[config.mk]
export PLATFORM = sky130hd
export DESIGN_NAME = usb_token_frame_control
export DESIGN_NICKNAME = d
export VERILOG_FILES = /design/src/core/usb_tfc_pkg.sv /design/src/core/usb_token_frame_control.sv
export SDC_FILE = /design/constraint.sdc
export NUM_CORES = 1
export LEC_CHECK = 0
export BUFFER_PORTS_ARGS = -buffer_cell sky130_fd_sc_hd__clkbuf_2
export CAP_MARGIN = 20
export CORE_MARGIN = 2
export CORE_UTILIZATION = 58
export DETAILED_ROUTE_END_ITERATION = 7
export PLACE_DENSITY = 0.85
export SKIP_LAST_GASP = 1
export SLEW_MARGIN = 20
export SYNTH_ARGS = -nofsm -noshare
export SYNTH_HDL_FRONTEND = slang
export SYNTH_SLANG_ARGS = --single-unit
[constraint.sdc]
create_clock -name clk_i -period 3.3 [get_ports clk_i]
set_input_delay 0.165 -clock clk_i [delete_from_list [all_inputs] [get_ports clk_i]]
set_output_delay 0.165 -clock clk_i [all_outputs]
set_load 0.01 [all_outputs]
[src/core/usb_tfc_pkg.sv]
// Package: register map, field layout and timing constants for the token and frame control block
package usb_tfc_pkg;

    // ========================================
    // Register byte offsets
    localparam logic [7:0] MODULE_CONTROL_OFF = 8'h00;
    localparam logic [7:0] DEVICE_ADDRESS_OFF = 8'h04;
    localparam logic [7:0] FRAME_LOW_OFF = 8'h08;
    localparam logic [7:0] FRAME_HIGH_OFF = 8'h0C;
    localparam logic [7:0] TOKEN_COMMAND_OFF = 8'h10;

    // ========================================
    // Control register bit positions; LOW_SPEED_POS is bit 7 of the address register
    localparam int MODULE_ENABLE_POS = 0;
    localparam int PINGPONG_RESET_POS = 1;
    localparam int RESUME_POS = 2;
    localparam int HOST_ENABLE_POS = 3;
    localparam int TOKEN_BUSY_POS = 5;
    localparam int LOW_SPEED_POS = 7;

    // ========================================
    // Reset values
    localparam logic [7:0] CONTROL_RESET = 8'h00;
    localparam logic [7:0] ADDRESS_RESET = 8'h00;
    localparam logic [7:0] TOKEN_RESET = 8'h00;
    localparam logic [10:0] FRAME_RESET = 11'h000;

    // ========================================
    // Token type codes
    localparam logic [3:0] PID_OUT = 4'h1;
    localparam logic [3:0] PID_IN = 4'h9;
    localparam logic [3:0] PID_SETUP = 4'hD;

    // ========================================
    // Timing
    localparam int CLOCK_HZ = 50_000_000;
    localparam int FRAME_PERIOD_US = 1000;
    localparam int FRAME_CYCLES = CLOCK_HZ / 1_000_000 * FRAME_PERIOD_US;
    localparam int TOKEN_CYCLES = 64;
    localparam int EOP_CYCLES = 8;

    // ========================================
    // Carriers
    typedef struct packed {
        logic [3:0] pid;
        logic [3:0] endpoint;
        logic [6:0] address;
        logic low_speed;
    } token_req_t;

    typedef enum logic [1:0] {
        HOST_IDLE = 2'b00,
        HOST_TOKEN = 2'b01,
        HOST_EOP = 2'b10
    } host_state_t;

endpackage : usb_tfc_pkg

[src/core/usb_token_frame_control.sv]
// Token, frame and control register block with an AXI4-Lite slave
//
// Added by the designer: the address map and the AXI4-Lite interface to the registers.
`timescale 1ns/1ps

// ========================================
// Summary of operation
// - Ping-pong reset write returns pointers to even
// - Device mode: bit 0 enables module
// - Host mode: bit 0 sends SOF each 1 ms
// - Host enable toggle resets host logic
// - Host resume clear appends low-speed EOP when the token sequencer is idle
// - Address bit 7 selects low speed token
// - Seven-bit device address, resets to zero
// - Frame number split low eight, high three
// - Received SOF loads frame number registers
// - Token PID codes OUT, IN, SETUP
// - Token busy set while token executes
// - Host enable bit enables host capability
module usb_token_frame_control
    import usb_tfc_pkg::*;
#(
    parameter int FRAME_COUNT = FRAME_CYCLES
)
(
    input wire logic clk_i,
    input wire logic rst_b_i,
    input wire logic ce_i,
    input wire logic [7:0] s_axi_awaddr_i,
    input wire logic s_axi_awvalid_i,
    output logic s_axi_awready_o,
    input wire logic [31:0] s_axi_wdata_i,
    input wire logic [3:0] s_axi_wstrb_i,
    input wire logic s_axi_wvalid_i,
    output logic s_axi_wready_o,
    output logic [1:0] s_axi_bresp_o,
    output logic s_axi_bvalid_o,
    input wire logic s_axi_bready_i,
    input wire logic [7:0] s_axi_araddr_i,
    input wire logic s_axi_arvalid_i,
    output logic s_axi_arready_o,
    output logic [31:0] s_axi_rdata_o,
    output logic [1:0] s_axi_rresp_o,
    output logic s_axi_rvalid_o,
    input wire logic s_axi_rready_i,
    input wire logic sof_rx_i,
    input wire logic [10:0] sof_frame_i,
    input wire logic token_done_i,
    output logic module_enable_o,
    output logic host_mode_o,
    output logic host_reset_o,
    output logic pingpong_pointer_reset_o,
    output logic sof_send_o,
    output logic resume_drive_o,
    output logic low_speed_eop_o,
    output logic token_start_o,
    output token_req_t token_req_o
);

    // ========================================
    // Synchronisers for link-side event inputs
    logic sof_rx_m, sof_rx_s;
    logic done_m, done_s;
    logic [10:0] frame_m, frame_s;

    always_ff @(posedge clk_i)
    begin
        if (!rst_b_i)
        begin
            sof_rx_m <= 1'b0;
            sof_rx_s <= 1'b0;
            done_m <= 1'b0;
            done_s <= 1'b0;
            frame_m <= FRAME_RESET;
            frame_s <= FRAME_RESET;
        end
        else if (ce_i)
        begin
            sof_rx_m <= sof_rx_i;
            sof_rx_s <= sof_rx_m;
            done_m <= token_done_i;
            done_s <= done_m;
            frame_m <= sof_frame_i;
            frame_s <= frame_m;
        end
    end

    logic sof_rx_d;
    always_ff @(posedge clk_i)
    begin
        if (!rst_b_i)
            sof_rx_d <= 1'b0;
        else if (ce_i)
            sof_rx_d <= sof_rx_s;
    end
    logic sof_rx_pulse;
    assign sof_rx_pulse = sof_rx_s & ~sof_rx_d;

    // ========================================
    // AXI4-Lite write channel: address and data taken in either order
    logic aw_held, w_held;
    logic [7:0] aw_addr;
    logic [31:0] w_data;
    logic [3:0] w_strb;
    logic wr_fire;

    assign wr_fire = aw_held & w_held & ~s_axi_bvalid_o;

    always_ff @(posedge clk_i)
    begin
        if (!rst_b_i)
        begin
            aw_held <= 1'b0;
            w_held <= 1'b0;
            aw_addr <= 8'h00;
            w_data <= 32'h0000_0000;
            w_strb <= 4'h0;
            s_axi_awready_o <= 1'b0;
            s_axi_wready_o <= 1'b0;
            s_axi_bvalid_o <= 1'b0;
            s_axi_bresp_o <= 2'b00;
        end
        else if (ce_i)
        begin
            s_axi_awready_o <= ~aw_held & ~s_axi_awready_o & s_axi_awvalid_i;
            s_axi_wready_o <= ~w_held & ~s_axi_wready_o & s_axi_wvalid_i;
            if (s_axi_awvalid_i && s_axi_awready_o)
            begin
                aw_held <= 1'b1;
                aw_addr <= s_axi_awaddr_i;
            end
            if (s_axi_wvalid_i && s_axi_wready_o)
            begin
                w_held <= 1'b1;
                w_data <= s_axi_wdata_i;
                w_strb <= s_axi_wstrb_i;
            end
            if (wr_fire)
            begin
                aw_held <= 1'b0;
                w_held <= 1'b0;
                s_axi_bvalid_o <= 1'b1;
                s_axi_bresp_o <= (aw_addr[7:2] <= TOKEN_COMMAND_OFF[7:2]) ? 2'b00 : 2'b10;
            end
            else if (s_axi_bready_i)
                s_axi_bvalid_o <= 1'b0;
        end
    end

    logic wr_ctrl, wr_addr, wr_tok;
    assign wr_ctrl = wr_fire & w_strb[0] & (aw_addr[7:2] == MODULE_CONTROL_OFF[7:2]);
    assign wr_addr = wr_fire & w_strb[0] & (aw_addr[7:2] == DEVICE_ADDRESS_OFF[7:2]);
    assign wr_tok = wr_fire & w_strb[0] & (aw_addr[7:2] == TOKEN_COMMAND_OFF[7:2]);

    // ========================================
    // Control and address registers
    logic [7:0] device_address_reg;
    logic [7:0] token_command_reg;
    logic token_in_progress;
    logic [10:0] frame_number;

    always_ff @(posedge clk_i)
    begin
        if (!rst_b_i)
        begin
            module_enable_o <= CONTROL_RESET[MODULE_ENABLE_POS];
            host_mode_o <= CONTROL_RESET[HOST_ENABLE_POS];
            resume_drive_o <= CONTROL_RESET[RESUME_POS];
            pingpong_pointer_reset_o <= CONTROL_RESET[PINGPONG_RESET_POS];
            host_reset_o <= 1'b0;
        end
        else if (ce_i)
        begin
            pingpong_pointer_reset_o <= wr_ctrl & w_data[PINGPONG_RESET_POS];
            host_reset_o <= wr_ctrl & (w_data[HOST_ENABLE_POS] != host_mode_o);
            if (wr_ctrl)
            begin
                module_enable_o <= w_data[MODULE_ENABLE_POS];
                host_mode_o <= w_data[HOST_ENABLE_POS];
                resume_drive_o <= w_data[RESUME_POS];
            end
        end
    end

    always_ff @(posedge clk_i)
    begin
        if (!rst_b_i)
            device_address_reg <= ADDRESS_RESET;
        else if (ce_i && wr_addr)
            device_address_reg <= w_data[7:0];
    end

    always_ff @(posedge clk_i)
    begin
        if (!rst_b_i)
            frame_number <= FRAME_RESET;
        else if (ce_i && sof_rx_pulse)
            frame_number <= frame_s;
    end

    // ========================================
    // Host SOF generator; the bit doubles as module enable outside host mode
    logic [$clog2(FRAME_COUNT)-1:0] frame_timer;
    always_ff @(posedge clk_i)
    begin
        if (!rst_b_i || (ce_i && host_reset_o))
        begin
            frame_timer <= '0;
            sof_send_o <= 1'b0;
        end
        else if (ce_i)
        begin
            sof_send_o <= 1'b0;
            if (!host_mode_o || !module_enable_o)
                frame_timer <= '0;
            else if (frame_timer == $clog2(FRAME_COUNT)'(FRAME_COUNT - 1))
            begin
                frame_timer <= '0;
                sof_send_o <= 1'b1;
            end
            else
                frame_timer <= frame_timer + 1'b1;
        end
    end

    // ========================================
    // Host token sequencer and resume end-of-packet
    host_state_t state;
    logic [7:0] phase_count;

    always_ff @(posedge clk_i)
    begin
        if (!rst_b_i || (ce_i && host_reset_o))
        begin
            state <= HOST_IDLE;
            phase_count <= 8'h00;
            token_command_reg <= TOKEN_RESET;
            token_in_progress <= 1'b0;
            token_start_o <= 1'b0;
            token_req_o <= '0;
            low_speed_eop_o <= 1'b0;
        end
        else if (ce_i)
        begin
            token_start_o <= 1'b0;
            if (wr_tok)
                token_command_reg <= w_data[7:0];
            unique case (state)
                HOST_IDLE:
                begin
                    low_speed_eop_o <= 1'b0;
                    if (host_mode_o && wr_ctrl && resume_drive_o && !w_data[RESUME_POS])
                    begin
                        state <= HOST_EOP;
                        phase_count <= 8'h00;
                        low_speed_eop_o <= 1'b1;
                    end
                    else if (host_mode_o && wr_tok && !token_in_progress)
                    begin
                        state <= HOST_TOKEN;
                        phase_count <= 8'h00;
                        token_in_progress <= 1'b1;
                        token_start_o <= 1'b1;
                        token_req_o.pid <= w_data[7:4];
                        token_req_o.endpoint <= w_data[3:0];
                        token_req_o.address <= device_address_reg[6:0];
                        token_req_o.low_speed <= device_address_reg[LOW_SPEED_POS];
                    end
                end
                HOST_TOKEN:
                begin
                    // Ends on the link's completion or a bounded timeout so busy never sticks
                    if (done_s || phase_count == 8'(TOKEN_CYCLES - 1))
                    begin
                        state <= HOST_IDLE;
                        token_in_progress <= 1'b0;
                    end
                    else
                        phase_count <= phase_count + 1'b1;
                end
                HOST_EOP:
                begin
                    if (phase_count == 8'(EOP_CYCLES - 1))
                    begin
                        state <= HOST_IDLE;
                        low_speed_eop_o <= 1'b0;
                    end
                    else
                        phase_count <= phase_count + 1'b1;
                end
                default:
                    state <= HOST_IDLE;
            endcase
        end
    end

    // ========================================
    // AXI4-Lite read channel
    logic [31:0] next_rdata;
    always_comb
    begin
        next_rdata = 32'h0000_0000;
        unique case (s_axi_araddr_i[7:2])
            MODULE_CONTROL_OFF[7:2]:
                next_rdata[7:0] = {2'b00, token_in_progress, 1'b0, host_mode_o, resume_drive_o, 1'b0,
                                   module_enable_o};
            DEVICE_ADDRESS_OFF[7:2]: next_rdata[7:0] = device_address_reg;
            FRAME_LOW_OFF[7:2]: next_rdata[7:0] = frame_number[7:0];
            FRAME_HIGH_OFF[7:2]: next_rdata[2:0] = frame_number[10:8];
            TOKEN_COMMAND_OFF[7:2]: next_rdata[7:0] = token_command_reg;
            default: next_rdata = 32'h0000_0000;
        endcase
    end

    always_ff @(posedge clk_i)
    begin
        if (!rst_b_i)
        begin
            s_axi_arready_o <= 1'b0;
            s_axi_rvalid_o <= 1'b0;
            s_axi_rdata_o <= 32'h0000_0000;
            s_axi_rresp_o <= 2'b00;
        end
        else if (ce_i)
        begin
            s_axi_arready_o <= ~s_axi_arready_o & ~s_axi_rvalid_o & s_axi_arvalid_i;
            if (s_axi_arvalid_i && s_axi_arready_o)
            begin
                s_axi_rvalid_o <= 1'b1;
                s_axi_rdata_o <= next_rdata;
                s_axi_rresp_o <= (s_axi_araddr_i[7:2] <= TOKEN_COMMAND_OFF[7:2]) ? 2'b00 : 2'b10;
            end
            else if (s_axi_rready_i)
                s_axi_rvalid_o <= 1'b0;
        end
    end
endmodule : usb_token_frame_control

* Word level (Yosys, flattened, before mapping)
Cells that the tools add are included.
W data, S select, Z words.
** Word-level totals
- Bits in registers :: 141
- Input port bits :: 73
- Output and inout bits :: 65
** Cells by class
- Add/subtract/negate cells :: 2
- Magnitude comparators :: 2
- Equal/unequal tests :: 19
- Muxes and demuxes :: 36
- Bitwise gates (word level) :: 24
- Reduce and logical (&&, ||, !) cells :: 44
** Operators with widths (number)
- $mux W16 :: 2
- $mux W8 :: 4
- $pmux W8 S3 :: 1
- $pmux W5 S4 :: 1
- $reduce_and A2 Y1 :: 10
- $mux W1 :: 18
- $add A16 B1 Y16 const B :: 1
- $eq A16 B16 Y1 const B :: 1
- $and A1 B1 Y1 :: 15
- $pmux W3 S5 :: 1
- $eq A6 B1 Y1 const B :: 2
- $eq A6 B2 Y1 const B :: 2
- $eq A6 B3 Y1 const B :: 2
- $le A6 B3 Y1 const B :: 2
- $logic_not A6 Y1 :: 2
- $mux W2 :: 6
- $ne A2 B2 Y1 const B :: 6
- $reduce_bool A2 Y1 :: 6
- $logic_and A1 B1 Y1 :: 11
- $reduce_and A5 Y1 :: 2
- $not A1 Y1 :: 9
- $add A8 B1 Y8 const B :: 1
- $eq A8 B3 Y1 const B :: 1
- $eq A8 B6 Y1 const B :: 1
- 12 further kinds :: 20

* Depth between registers and ports, before layout
- Word-level depth :: 9
- Gate-level depth with buffers :: 8
- Depth with buffers taken out :: 7

* Least setup slack after synthesis
Ideal clock, no wire load.
- Kind :: register -> register
- From :: register state[1]
- To :: register phase_count[6]
- Setup time :: 0.117 ns
- Arrival time :: 1.646 ns
- Required time :: 3.183 ns
- Setup slack :: 1.536 ns
- Stages on the path, launching flop included :: 8
- Path buffers :: 0
- Clock period less this slack :: 1.764 ns
- Cell sequence :: dfxtp_1 > inv_1 > ha_1 > and4_1 > o21ai_0 > nand2_1 > a221o_1 > a32o_1
** On the way
- Word-level cells in the longest chain between the ends :: 3
- Elaborated cells between the ends (all ways) :: 9
- Classes of those cells :: eq/ne: 5; mux: 1; reduce/logical: 3
** RTL lines
- start, declared :: line usb_token_frame_control.sv:228 : host_state_t state;
- start signal, assigned :: line usb_token_frame_control.sv:235 : state <= HOST_IDLE;
- start signal, assigned :: line usb_token_frame_control.sv:254 : state <= HOST_EOP;
- start signal, assigned :: line usb_token_frame_control.sv:260 : state <= HOST_TOKEN;
- $eq A2 B2 Y1, or another cell as far along :: line usb_token_frame_control.sv:248 : unique case (state)
- $ne A2 B2 Y1 (no source line), or another cell as far along
- $reduce_and A5 Y1 (no source line)
- end signal, assigned :: line usb_token_frame_control.sv:279 : phase_count <= phase_count + 1'b1;
- end signal, assigned :: line usb_token_frame_control.sv:289 : phase_count <= phase_count + 1'b1;
- end, declared :: line usb_token_frame_control.sv:229 : logic [7:0] phase_count;
Parallel ways exist; a longest one is shown, timed or not.
A chain may end at the register's enable or synchronous reset.

* Worst setup path after layout
- From :: register state[1]
- To :: register token_req_o[10] (netlist name)
** On the way
- Word-level cells in the longest chain between the ends :: 2
** RTL lines
- $logic_not A2 Y1 :: line usb_token_frame_control.sv:248
- $reduce_and A4 Y1 (no source line)
- end, declared :: line usb_token_frame_control.sv:57 : output token_req_t token_req_o
No other way between the ends.

==> impl_results.md <==
- Mean Syn Cell Area: 9.19 um^2
- Crit path to: token_req_o[10]
- Critical Path RT: 3.67 ns
- WL/cell: approximately 16 um
- CTS max path bufs: 2
- Tot Pwr: 3640 uW
- Number of routed nets with antenna violations: 0
- WP data arrival: 2.56 ns
- Worst reg2reg setup slack: 1.11 ns
- Placer Congestion: 0.927
- Sw Ratio: 23.3%
- Post-synthesis cell count: 671
- Unique masters post-synth: 58
- Fin worst setup slack: approximately 1.1 ns
- Core area: 10300 um^2
- Layout cells sized above 1: 16.4%
- # Max-Cap Violations: 0
- DR vias/cell: 5.66
- Top Ports: 138
- RR Endpoint: token_req_o[10]
- Sequential share of the synthesized area: 44.5%
- Max frequency: 457 MHz
- Synth Register Bits: around 140
- Crit path from: state[1]
- Slew @ Worst Pin: 0.822 ns
- Clock tree root buffer cell: clkbuf_8
- First-pass GRT wire length: about 23000 um
- Status: complete, no violations
- Most frequent cells in the layout: 137 x dfxtp_1, 98 x nand2_1, 80 x clkbuf_2, 68 x mux2i_1, 64 x nor2b_1
- Top Registers: frame_timer x16, token_req_o x16
- Final design utilization: 71.0%
- Drt first pass iters: 4
- Top cell type's share of synthesized area: 44.5%
- Via count: between 5k and 6k
- Final hold violations: 0
- Rows: 37
- Layout Skew: 0.00854 ns
- Starting density of the core: 59.7%
- HP Class: input port to register
- Reg clk slew, reported paths: 0.06 ns
- Switching Power: 847 uW
- Worst-path fanout max: 17
- H-tree depth: 4
- Routed WL: 14300 um
- Reg power frac: 46.5%
- Cts bufs inserted: 17
- Ys Warns: 0
- Worst reg2reg path startpoint: state[1]
- Most common cell after layout, fill and taps aside: dfxtp_1
- Fin crit share: approximately 66%
- R2R depth: 5
- Worst Setup Start Kind: register
- Power Internal: 2790 uW
- Largest net degree at the start of global routing: 80
- Final setup fails: 0
- Total gr overflow: 0
- Critical path cell sequence: inv_1, ha_1, nand4_1, nand2_1, a21oi_1
- Pre-CTS setup slack: 1.09 ns
- Initial antenna violation count: 0
- # DRC: 0
- Post-DP HPWL: approximately 9700 um
- Top_reg_cell synth: dfxtp_1
- Antenna diodes: 0
- CP Capture Type: register
- Top sig layer: met4
- Comb pwr share: 5.5%
- Slew Limit Fails: 0
- Power Dens Cells: 496 nW/um^2
- Delay-heaviest family, CP: simple AND/OR/NAND/NOR gates
- Global Route Usage Sum: roughly a quarter
- Top post-synthesis cells by area: dfxtp_1 44%, mux2i_1 11%, nor2b_1 6.5%, nand2_1 6.0%, buf_4 3.3%
- WL met1: 5850 um
- Slew Limit Headroom: approximately 45%
- Die width: 107 um
- Lkg Pwr: slightly above 0.003 uW
- TritonCTS clock tree: done
- Die height: 107 um
- Post-synth ARST share: 0%
- Fin crit period: 2.19 ns
- Worst skew pair latency: 0.53 ns
- Slowest stage cell on the critical path: nand4_1
- PostCTS Resize Cnt: 0
- CP max stage delay: 0.69 ns
- Kind of critical path: register to register
- Worst hold margin: 0.0377 ns
- RSZ-0062 raised after global routing: no
- Max VDD drop: 0.000342 V
- # nets final: 842
- Layout area overhead: 18.9%
- Clk pwr share: 48.0%
- Initial drt markers: 291
- Setup TNS: 0 ns
- Vias in the first global route: 4820
- Die area: 11500 um^2
- PortBufs: 80
- CP Buf/Inv Count: 1
- Routed length on met3: approximately 1000 um
- WP depth: 5
- Clk sink count: 137
- Dominant cell type by area after synthesis: dfxtp_1
- Met2 WL post-DR: 7160 um
- EDFF count, synth: 0
- Post-synthesis cell area: a little over 6000 um^2
==> synth_stat cells, types with 3 or more instances <==
cell type	count
dfxtp_1	137
nand2_1	98
mux2i_1	68
nor2b_1	64
nor2_1	32
a21oi_1	30
buf_4	27
clkbuf_1	24
o21ai_0	14
nand3_1	13
nor3_1	13
a21boi_0	10
and3_1	9
buf_2	9
inv_1	9
nand4_1	9
o2bb2ai_1	8
a221oi_1	6
and2_1	6
ha_1	6
xnor2_1	6
xor2_1	6
a22oi_1	5
nor4b_1	5
a31oi_1	4
a22o_1	3
and4_1	3
buf_1	3
buf_6	3
nand3b_1	3
nor4_1	3
o21a_1	3
==> worst reg2reg max path, stage by stage, from the launching register on <==
cell and delay [ns]:
dfxtp_1 0.34, inv_1 0.10, ha_1 0.55, nand4_1 0.69, nand2_1 0.28, a21oi_1 0.08
==> power by group through the flow <==
| stage | combinational [uW] | sequential (uW) | clock [uW] |
|---|---|---|---|
| after global routing | 218 | 1700 | 1840 |
| after floorplan | 141 | 1730 | 0 |
| after global placement | 162 | 1730 | 0 |
| final | 200 | 1690 | 1750 |
| after CTS | 197 | 1690 | 1770 |
| after detailed placement | 168 | 1730 | 0 |
==> metal layers <==
layer  vias to the layer above  track usage [%]
met5                         -                0
met4                         0             10.9
met3                        30             6.08
met2                       214             43.5
met1                      2449             30.6
li1                       2472                -
==> how the worst min path moves through the flow <==
stage	startpoint	end	slack, ns	cells after the start
after floorplan	s_axi_wdata_i[5]	w_data[5]	0.31	2
after global placement	s_axi_wdata_i[0]	w_data[0]	0.40	3
after detailed placement	s_axi_wdata_i[0]	w_data[0]	0.41	3
after CTS	s_axi_araddr_i[5]	s_axi_rresp_o[1]	0.01	3
after global routing	s_axi_araddr_i[5]	s_axi_rresp_o[1]	0.03	3
final	s_axi_araddr_i[5]	s_axi_rresp_o[1]	0.04	3
==> cell families after synthesis <==
logic type / after synthesis / synth area share, %
AOI/OAI and AO/OA: 95 / 10.5
and+or+nand+nor: 274 / 23.3
DFF: 137 / 44.5
other: 1 / 0.0608
muxes: 71 / 12.0
xor gates and xnor gates: 12 / 1.70
adders and majority gates: 6 / 1.22
buffers and inverters: 75 / 6.76
==> through the flow <==
step | instance area (um^2) | std cells
final | 7330 | 912
after global routing | 7330 | 912
after CTS | 7330 | 912
after detailed placement | 6480 | 850
after global placement | 6480 | 850
after floorplan | 6260 | 696
==> area by class of cell <==
cell class,count,area (um^2)
clock buffer,19,432
clock inverter,13,121
fill,722,2990
inverter,9,33.8
multi-input combinational,484,3100
sequential,137,2740
tap,136,170
timing repair buffer,114,731
==> repair_timing <==
| item | 4_1_cts | 5_1_grt |
|---|---|---|
| endpoints found under the setup margin | 0 | 0 |
| hold buffers | 30 | 0 |
| buffers inserted | 0 | 0 |
| hold endpoints to repair | 30 | 0 |
(Power assumes the default switching activity.)
